[config.mk]
export PLATFORM = sky130hd
export DESIGN_NAME = pod_top
export DESIGN_NICKNAME = d
export VERILOG_FILES = /design/src/hdl/pod_pkg.sv /design/src/hdl/pod_top.sv
export SDC_FILE = /design/constraint.sdc
export NUM_CORES = 2
export LEC_CHECK = 0
export BUFFER_PORTS_ARGS = -buffer_cell sky130_fd_sc_hd__clkbuf_2
export CAP_MARGIN = 40
export CORE_ASPECT_RATIO = 0.75
export CORE_MARGIN = 2
export CORE_UTILIZATION = 31
export CTS_BUF_LIST = sky130_fd_sc_hd__clkbuf_2 sky130_fd_sc_hd__clkbuf_4 sky130_fd_sc_hd__clkbuf_8
export CTS_CLUSTER_DIAMETER = 200
export CTS_CLUSTER_SIZE = 25
export DETAILED_ROUTE_END_ITERATION = 6
export GPL_ROUTABILITY_DRIVEN = 1
export SYNTH_ARGS = -nofsm -noshare
export SYNTH_HDL_FRONTEND = slang
export SYNTH_SLANG_ARGS = --single-unit
export TNS_END_PERCENT = 20
[constraint.sdc]
create_clock -name pclk -period 51.7 [get_ports pclk]
set_clock_uncertainty 0.1 [all_clocks]
set_input_delay 12.925 -clock pclk [delete_from_list [all_inputs] [get_ports pclk]]
set_output_delay 12.925 -clock pclk [all_outputs]
set_load 0.02 [all_outputs]
[src/hdl/pod_pkg.sv]
package pod_pkg;

  // Register byte offsets
  localparam logic [11:0] ADDR_CTRL    = 12'h000;
  localparam logic [11:0] ADDR_STATUS  = 12'h004;
  localparam logic [11:0] ADDR_MASK    = 12'h008;
  localparam logic [11:0] ADDR_STATE   = 12'h00C;
  localparam logic [11:0] ADDR_PRESS   = 12'h010;
  localparam logic [11:0] ADDR_DAC     = 12'h014;
  localparam logic [11:0] ADDR_GAIN    = 12'h018;
  localparam logic [11:0] ADDR_OFFSET  = 12'h01C;

  // Status and mask bit positions
  localparam int ST_BRIDGE  = 0;
  localparam int ST_SUPPLY  = 1;
  localparam int ST_CRC     = 2;
  localparam int ST_READY   = 3;
  localparam int ST_WIDTH   = 4;

  // Control bit positions
  localparam int CTRL_FORCE_CHECK = 0;

  // Nominal calibration, Q16: gain 0.80 %/kPa, offset -2.0 %
  localparam logic [31:0] GAIN_RESET   = 32'h0000_CCCD;
  localparam logic [31:0] OFFSET_RESET = 32'hFFFE_0000;

  // Window thresholds as fractions of bridge supply, in 1/256
  localparam logic [7:0] WIN_LOW_FRAC  = 8'h40;
  localparam logic [7:0] WIN_HIGH_FRAC = 8'hC0;

  // Timing: clock 40 MHz
  localparam int CLK_MHZ           = 40;
  localparam int STARTUP_DELAY_US  = 5000;
  localparam int STEP_RESPONSE_US  = 1000;
  localparam int SETTLING_TIME_US  = 10000;
  localparam int STARTUP_CYCLES    = STARTUP_DELAY_US * CLK_MHZ;
  localparam int STEP_CYCLES       = STEP_RESPONSE_US * CLK_MHZ;
  localparam int SETTLE_CYCLES     = SETTLING_TIME_US * CLK_MHZ;
  localparam int DEBOUNCE_CYCLES   = 16;
  localparam int CRC_POLY          = 16'h1021;

  // Supervisor states
  typedef enum logic [2:0] {POD_CRC_RUN, POD_CRC_CHECK, POD_RUN, POD_IDLE} pod_state_t;

  // Bridge sample group
  typedef struct packed {
    logic [15:0] signal_pos;
    logic [15:0] signal_neg;
    logic [15:0] supply;
  } pod_bridge_t;

endpackage

[src/hdl/pod_top.sv]
// Local design decisions: the placing of the registers and the APB register port.
`timescale 1ns/10ps
`default_nettype none
module pod_top #(
  parameter int MEM_WORDS      = 16,
  parameter int STARTUP_CYCLES = pod_pkg::STARTUP_CYCLES,
  parameter int DEBOUNCE       = pod_pkg::DEBOUNCE_CYCLES
) (
  // Clock and reset
  input  wire logic               pclk,
  input  wire logic               presetn,
  // APB slave
  input  wire logic               psel,
  input  wire logic               penable,
  input  wire logic               pwrite,
  input  wire logic [11:0]        paddr,
  input  wire logic [31:0]        pwdata,
  output logic      [31:0]        prdata,
  output logic                    pready,
  output logic                    pslverr,
  // Configuration memory read port
  output logic      [7:0]         mem_addr,
  input  wire logic [31:0]        mem_rdata,
  // Bridge samples from converter, same clock
  input  wire pod_pkg::pod_bridge_t bridge,
  input  wire logic               supply_ok_pin,
  input  wire logic [15:0]        pressure_kpa_q8,
  input  wire logic               pressure_valid,
  // Analog output control
  output logic      [15:0]        dac_code,
  output logic                    out_ground,
  output logic                    out_hiz,
  output logic                    sink_enable,
  output logic                    irq
);

  localparam int ST_WIDTH_L = pod_pkg::ST_WIDTH;
  pod_pkg::pod_state_t state;
  logic [31:0] gain_coefficient;
  logic [31:0] offset_coefficient;
  logic [15:0] crc;
  logic [15:0] crc_stored;
  logic [7:0]  widx;
  logic [31:0] start_cnt;
  logic [7:0]  deb_cnt;
  logic        bridge_err;
  logic        supply_err;
  logic [1:0]  sup_sync;
  logic [ST_WIDTH_L-1:0] status;
  logic [ST_WIDTH_L-1:0] mask;
  logic        ctrl_force;

  // Window comparators on both bridge inputs
  wire [23:0] lo_lim = bridge.supply * pod_pkg::WIN_LOW_FRAC;
  wire [23:0] hi_lim = bridge.supply * pod_pkg::WIN_HIGH_FRAC;
  wire [23:0] pos_s  = {bridge.signal_pos, 8'h00};
  wire [23:0] neg_s  = {bridge.signal_neg, 8'h00};
  wire pos_bad = (pos_s < lo_lim) || (pos_s > hi_lim);
  wire neg_bad = (neg_s < lo_lim) || (neg_s > hi_lim);
  wire win_fault = pos_bad | neg_bad;
  wire running = (state == pod_pkg::POD_RUN);

  // Bridge sinks on from reset onward
  assign sink_enable = 1'b1;

  // CRC next value for one word
  function automatic logic [15:0] crc_word(input logic [15:0] c, input logic [31:0] d);
    logic [15:0] r;
    r = c;
    for (int i = 31; i >= 0; i--) begin
      r = (r[15] ^ d[i]) ? ({r[14:0], 1'b0} ^ 16'(pod_pkg::CRC_POLY)) : {r[14:0], 1'b0};
    end
    return r;
  endfunction

  // Supply-ok pin synchroniser
  always_ff @(posedge pclk or negedge presetn) begin
    if (!presetn) begin
      sup_sync <= 2'h0;
    end else begin
      sup_sync <= {sup_sync[0], supply_ok_pin};
    end
  end

  // Power-up CRC walk then run or idle
  assign mem_addr = widx;
  always_ff @(posedge pclk or negedge presetn) begin
    if (!presetn) begin
      state              <= pod_pkg::POD_CRC_RUN;
      widx               <= 8'h00;
      crc                <= 16'hFFFF;
      crc_stored         <= 16'h0000;
      gain_coefficient   <= pod_pkg::GAIN_RESET;
      offset_coefficient <= pod_pkg::OFFSET_RESET;
    end else begin
      case (state)
        pod_pkg::POD_CRC_RUN: begin
          if (widx == 8'(MEM_WORDS - 1)) begin
            crc_stored <= mem_rdata[15:0];
            state      <= pod_pkg::POD_CRC_CHECK;
          end else begin
            crc  <= crc_word(crc, mem_rdata);
            widx <= widx + 8'h01;
            if (widx == 8'h00) gain_coefficient <= mem_rdata;
            if (widx == 8'h01) offset_coefficient <= mem_rdata;
          end
        end
        pod_pkg::POD_CRC_CHECK: begin
          state <= (crc == crc_stored) ? pod_pkg::POD_RUN : pod_pkg::POD_IDLE;
        end
        pod_pkg::POD_RUN: state <= pod_pkg::POD_RUN;
        pod_pkg::POD_IDLE: state <= pod_pkg::POD_IDLE;
        default: state <= pod_pkg::POD_IDLE;
      endcase
    end
  end

  // Debounce filter and error flags
  always_ff @(posedge pclk or negedge presetn) begin
    if (!presetn) begin
      deb_cnt    <= 8'h00;
      bridge_err <= 1'b0;
      supply_err <= 1'b0;
    end else begin
      if (win_fault) begin
        deb_cnt <= (deb_cnt == 8'(DEBOUNCE)) ? deb_cnt : deb_cnt + 8'h01;
      end else begin
        deb_cnt <= 8'h00;
      end
      bridge_err <= (deb_cnt == 8'(DEBOUNCE)) || ctrl_force;
      supply_err <= ~sup_sync[1];
    end
  end

  // Linear transfer: Q16 gain times Q8 kPa plus offset, in 1/65536 of a percent of supply
  wire signed [63:0] prod = $signed({32'h0, gain_coefficient}) * $signed({48'h0, pressure_kpa_q8});
  wire signed [63:0] pct  = (prod >>> 8) + {{32{offset_coefficient[31]}}, offset_coefficient};
  // Percent of supply scaled down to a plain fraction of supply
  wire signed [63:0] frac = pct / 64'sd100;
  wire [15:0] next_dac = frac[63] ? 16'h0000 :
                         (frac > 64'sh0000_FFFF) ? 16'hFFFF : frac[15:0];

  // DAC register, written only while running; direct path keeps 1 ms response
  always_ff @(posedge pclk or negedge presetn) begin
    if (!presetn) begin
      dac_code  <= 16'h0000;
      start_cnt <= 32'h0;
    end else begin
      if (running && pressure_valid) dac_code <= next_dac;
      if (running && start_cnt != 32'(STARTUP_CYCLES)) start_cnt <= start_cnt + 32'h1;
    end
  end

  // Output state; high impedance outranks ground
  assign out_hiz    = (state == pod_pkg::POD_IDLE);
  assign out_ground = ~out_hiz & (bridge_err | supply_err);

  // APB decode
  wire acc = psel & penable;
  wire wr  = acc & pwrite;
  wire rd  = acc & ~pwrite;
  wire hit_ctrl   = (paddr == pod_pkg::ADDR_CTRL);
  wire hit_status = (paddr == pod_pkg::ADDR_STATUS);
  wire hit_mask   = (paddr == pod_pkg::ADDR_MASK);
  wire hit_state  = (paddr == pod_pkg::ADDR_STATE);
  wire hit_press  = (paddr == pod_pkg::ADDR_PRESS);
  wire hit_dac    = (paddr == pod_pkg::ADDR_DAC);
  wire hit_gain   = (paddr == pod_pkg::ADDR_GAIN);
  wire hit_off    = (paddr == pod_pkg::ADDR_OFFSET);
  wire mapped = hit_ctrl | hit_status | hit_mask | hit_state | hit_press
              | hit_dac | hit_gain | hit_off;
  assign pready  = 1'b1;
  assign pslverr = acc & ~mapped;
  // Ready bit rises once the startup interval has run out
  wire started = running && (start_cnt == 32'(STARTUP_CYCLES));
  wire [3:0] events = {started, state == pod_pkg::POD_IDLE, supply_err, bridge_err};
  wire [31:0] rd_mux =
      hit_ctrl   ? {31'h0, ctrl_force} :
      hit_status ? {28'h0, status} :
      hit_mask   ? {28'h0, mask} :
      hit_state  ? {29'h0, state} :
      hit_press  ? {16'h0, pressure_kpa_q8} :
      hit_dac    ? {14'h0, out_hiz, out_ground, dac_code} :
      hit_gain   ? gain_coefficient :
      hit_off    ? offset_coefficient : 32'h0;

  // Register writes, sticky status cleared by read, set wins
  always_ff @(posedge pclk or negedge presetn) begin
    if (!presetn) begin
      ctrl_force <= 1'b0;
      mask       <= '0;
      status     <= '0;
      prdata     <= 32'h0;
    end else begin
      if (wr && hit_ctrl) ctrl_force <= pwdata[pod_pkg::CTRL_FORCE_CHECK];
      if (wr && hit_mask) mask <= pwdata[ST_WIDTH_L-1:0];
      status <= ((rd && hit_status) ? '0 : status) | events;
      if (psel && !penable && !pwrite) prdata <= rd_mux;
    end
  end

  assign irq = |(status & mask);

endmodule
`default_nettype wire

# Word level (Yosys, flattened, before mapping)
# Index checks and enable logic that the tools add are counted.
dict set report classes {
  n_addsub 4
  mul 2
  div 1
  magnitude_cmp 5
  n_eq_ne 18
  shift 0
  mux 48
  bitwise_logic 85
  reduce_logical 21
}
# operator count
set ops {}
lappend ops {{two-way mux 13 bit} 32}
lappend ops {{two-way mux 32 bit} 8}
lappend ops {{NOT 3 bit} 32}
lappend ops {{divider 64 x 8 -> 64 bit, second input constant} 1}
lappend ops {{> comparator 64 x 17 -> 1 bit, second input constant} 1}
lappend ops {{== test 12 x 5 -> 1 bit, second input constant} 4}
lappend ops {{> comparator 24 bit} 2}
lappend ops {{less-than comparator 24 x 22 -> 1 bit} 2}
lappend ops {{multiplier 32 x 16 -> 48 bit} 1}
lappend ops {{adder 41 x 32 -> 42 bit} 1}
lappend ops {{adder 32 x 1 -> 32 bit, second input constant} 1}
lappend ops {{== test 32 x 18 -> 1 bit, second input constant} 1}
lappend ops {{two-way mux 16 bit} 2}
lappend ops {{!= test 32 x 18 -> 1 bit, second input constant} 1}
lappend ops {{bitwise XOR 1 bit} 32}
lappend ops {{== test 12 x 4 -> 1 bit, second input constant} 2}
lappend ops {{multiplier 16 x 2 -> 18 bit, second input constant} 1}
lappend ops {{adder 8 x 1 -> 8 bit, second input constant} 2}
lappend ops {{== test 16 bit} 1}
lappend ops {{two-way mux 8 bit} 2}
lappend ops {{== test 12 x 3 -> 1 bit, second input constant} 1}
lappend ops {{logical NOT 12 bit} 1}
lappend ops {{bitwise OR 1 bit} 9}
lappend ops {{one-hot mux 3 bit (3 select lines)} 1}
lappend ops {{21 further kinds} 43}
dict set report totals {
  ff_bits 208
  latchBits 0
  ram_bits 0
  rom_bits 0
  out_inout_bits 62
  word_cells 200
  mem_count 0
}

# Depth between registers and ports, before layout
dict set report depth {
  word_depth 64
  mapped_depth 184
  ltp_nobuf 158
}

# Worst setup path before layout
# Ideal clock, no wire load.
dict set report synth_path {
  kind {input-to-reg}
  from {in pressure_kpa_q8[5]}
  to {reg dac_code[12]}
  setup_time_ns 0.123
  arrival_time_ns 49.441
  required_ns 51.477
  setup_slack_ns 2.036
  stages 170
  path_buffers 15
  cell_sequence {clkbuf_1 -> nand2_1 -> fa_1 -> inv_1 -> fa_1 -> ha_1 -> fa_1 -> inv_1 -> fa_1 -> fa_1 -> inv_1 -> ha_1 -> inv_1 -> o21bai_1 -> and2_1 -> o21a_1 -> o21a_1 -> o21a_1 -> (+134 left out) -> o31a_1 -> maj3_1 -> maj3_1 -> o221ai_1 -> o311ai_0 -> nand2_1 -> ha_1 -> and3_1 -> clkbuf_1 -> and3_1 -> nor2_1 -> mux2i_1 -> o2111ai_1 -> nor3_1 -> o221ai_1 -> a211oi_4 -> buf_6 -> a21oi_1}
}
dict set report synth_between {
  elab_chain_cells 6
}
# item line_no
set synth_lines {}
lappend synth_lines {{from (decl)} pod_top.sv:27} ;# input wire logic [15:0] pressure_kpa_q8,
lappend synth_lines {{multiplier 32 x 16 -> 48 bit (*)} pod_top.sv:136} ;# wire signed [63:0] prod = $signed({32'h0, gain_coefficient}) * $signed({48'h0, pressure_kpa_q8});
lappend synth_lines {{adder 41 x 32 -> 42 bit (*)} pod_top.sv:137} ;# wire signed [63:0] pct = (prod >>> 8) + {{32{offset_coefficient[31]}}, offset_coefficient};
lappend synth_lines {{divider 64 x 8 -> 64 bit (*)} pod_top.sv:139} ;# wire signed [63:0] frac = pct / 64'sd100;
lappend synth_lines {{> comparator 64 x 17 -> 1 bit} pod_top.sv:141} ;# (frac > 64'sh0000_FFFF) ? 16'hFFFF : frac[15:0];
lappend synth_lines {{two-way mux 16 bit} pod_top.sv:141}
lappend synth_lines {{two-way mux 16 bit (*)} pod_top.sv:140} ;# wire [15:0] next_dac = frac[63] ? 16'h0000 :
lappend synth_lines {{to (signal assigned)} pod_top.sv:149} ;# if (running && pressure_valid) dac_code <= next_dac;
lappend synth_lines {{to (decl)} pod_top.sv:30} ;# output logic [15:0] dac_code,
# Every way passes the cells marked *; elsewhere a longest branch is shown, timed or not.
# A chain may end at the register's enable or synchronous reset.

# Worst setup path after layout
dict set report layout_path {
  from {in pressure_kpa_q8[6]}
  to {reg dac_code[2]}
}
# Same word-level chain as after synthesis.

==> metrics.txt <==
Worst-path clk slew 0.16 ns; core region area 131000 µm²; Max Freq 0.0199 GHz; Slew @ Worst Pin 0.951 ns; CP endpoint kind register; global-route wire length before repair 211 mm; Cells after Synth 4866; asr flop ratio synth 100%; Worst R2R End dac_code[2]; clock sinks 207; Routed Antenna Nets 0; largest net degree at the start of global routing 85; EDFF count, synth 0; die width 423 µm; Cell Area, Placed 45000 µm²; endpoints failing hold 0; mapped cell area 40800 µm²; multi-input logic area 33400 µm²; Critical Path Max Stage Delay 0.60 ns; GR Util All Layers 19.6%; area grow syn2layout 14.4%; slowest stage cell, crit path or4_1; Crit path top cell by count o21a_1; Critical Path AT 50.64 ns; Reg area 5230 µm²; vias per inst 5.40; DRC 0; GR Overflow Total 0; clock tree buffer depth 3; Reg2Reg Setup Slack 13.00 ns; Rows 115; clock latency on the worst-skew pair 0.58 ns; IO Count 209; Max transition margin 36.1%; startpoint type of the worst setup path input pin; vias in the first global route 36300; proportion of layout cells with a drive suffix above 1 19.1%; worst hold margin 0.269 ns; Detailed Route Iter0 Violations 3289; cell count of the worst reg-to-reg path 161; synth warn 0; Tcrit/Tclk final 97.2%; sequential area share after synthesis 12.8%; Max-Cap Viols 0; Critical Path Fanout Max 13; gpl congestion 0.935; initial core utilization 31.2%; Yosys reg bits 207; synth unique cells 172; vias after detailed routing 37400; Avg Inst Size Synth 8.38 µm²; detailed placement HPWL 109 mm; dpl ws -0.464 ns; Main synth FF type dfrtp_1; number of port buffers 178; Critical Path Start pressure_kpa_q8[6]; CP required 52.08 ns; Final Util 35.7%; r2r startpoint gain_coefficient[1]; Setup Viol. Count Final 0; hold buffer count at cts 0; initial antenna violation count 7; setup slack after layout 1.44 ns; kind of critical path in -> reg; final-report max-slew violation count 0; outcome finished clean; nets 5966; Die Height 318 µm; final std cell area, no fill 46700 µm²; Critical Path Sink dac_code[2]; root buf cell clkbuf_8; drt pass-1 iters 7; HP Class reg -> reg; CTS Buf Count 12; CTS tree done; Tmin final 50.26 ns; Wirelength per Cell 19.6 µm; Die ar. 135000 µm²; Routed WL 135 mm; H-tree depth 1; Layout fillers 13500
-- worst max-delay path, delay by kind of cell --
kind	cells	cell delay [ns]
compound gates	98	23.81
simple gates	27	4.93
fa+ha+maj	13	4.92
buf+inv	14	1.84
mux	4	1.21
xor+xnor	6	0.97
-- sequential cells by signal, summed over array words and instances (netlist names), 4 cells and up --
register / cells
gain_coefficient: 32
offset_coefficient: 32
prdata: 32
start_cnt: 32
crc: 16
crc_stored: 16
dac_code: 16
deb_cnt: 8
mem_addr: 8
mask: 4
status: 4
-- synthesized netlist by cell type, types with 16 or more instances --
master	n	area [µm²]
a211o_1	18	158
a211oi_1	33	248
a21o_1	57	428
a21oi_1	184	921
a22o_1	20	175
a22oi_1	16	120
a31oi_1	39	244
and2_1	197	1230
and3_1	40	250
buf_4	27	203
buf_6	18	203
clkbuf_1	157	589
dfrtp_1	167	4180
dfstp_2	40	1050
fa_1	419	8390
ha_1	242	3030
inv_1	550	2060
mux2_2	101	1140
mux2i_1	41	410
nand2_1	628	2360
nand2b_1	28	175
nand3_1	102	510
nand4_1	50	313
nor2_1	267	1000
nor2b_1	26	163
nor3_1	106	531
nor4_1	38	238
o211ai_1	48	360
o21a_1	68	510
o21ai_0	162	811
o21ai_1	55	275
o21bai_1	17	128
o22ai_1	18	113
o31ai_1	21	158
or3_1	28	175
xnor2_1	212	1860
xor2_1	96	841
-- metal layers --
layer	vias up	routed length, µm	track usage, %
met1	18500	63200	29.1
met4	8	2680	3.78
met2	1367	57000	28.9
li1	17300	-	-
met5	-	46	0
met3	153	12500	4.25
-- metrics by stage --
step	setup TNS, ns	instances
floorplan	0	4867
global placement	-6.19	6838
detailed placement	-7.27	6854
CTS	0	6872
global route	-3.23	6919
finish	0	6919
-- cell usage in the layout, fill, tap and decap left out, types with 27 or more instances in the layout --
master	n
nand2_1	627
inv_1	550
fa_1	419
buf_4	301
nor2_1	261
ha_1	239
xnor2_1	204
and2_1	194
a21oi_1	176
clkbuf_2	172
dfrtp_1	167
o21ai_0	148
nor3_1	101
mux2_2	101
nand3_1	100
xor2_1	94
o21ai_1	67
o21a_1	64
a21o_1	57
nand4_1	50
o211ai_1	48
dfstp_2	40
mux2i_1	38
and3_1	37
nor4_1	33
a31oi_1	32
a211oi_1	29
nand2b_1	27
or3_1	27
-- cell families (layout without fill, tap and decap cells) --
family | after synthesis | count (layout) | share of synthesized area (%)
AND/OR/NAND/NOR | 1673 | 1673 | 20.3
other | 1 | 4 | 0.00919
AO/OA/AOI/OAI | 1066 | 1067 | 19.3
XOR/XNOR | 319 | 319 | 7.23
buffers and inverters | 775 | 1069 | 7.84
adder cells (fa/ha/maj) | 677 | 677 | 28.4
multiplexers | 148 | 148 | 4.02
flip-flops | 207 | 207 | 12.8
-- how the worst min path moves through the flow --
stage / end / from / cells past startpoint
final: sup_sync[1] / sup_sync[0] / 0
after detailed placement: sup_sync[1] / sup_sync[0] / 0
after floorplan: sup_sync[1] / sup_sync[0] / 0
after global routing: sup_sync[1] / sup_sync[0] / 0
after global placement: sup_sync[1] / sup_sync[0] / 0
after CTS: sup_sync[1] / sup_sync[0] / 0
-- layout make-up --
type                            instances  area share (%)
Inverter                              550            4.42
Sequential cell                       207            11.2
Multi-Input combinational cell       3886            71.5
Clock inverter                          2          0.0617
Clock buffer                           16           0.418
Tap cell                             1755            4.70
Timing Repair Buffer                  501            7.67
Antenna cell                            2          0.0107
-- what timing repair did --
| action | 4_1_cts | 5_1_grt |
|---|---|---|
| buffers inserted | 0 | 40 |
| gates resized for setup | 0 | 213 |
| endpoints found under the setup margin | 0 | 16 |
Power is not shown: default switching activity piles up to over one toggle a cycle in this logic, so the estimate is an artifact.
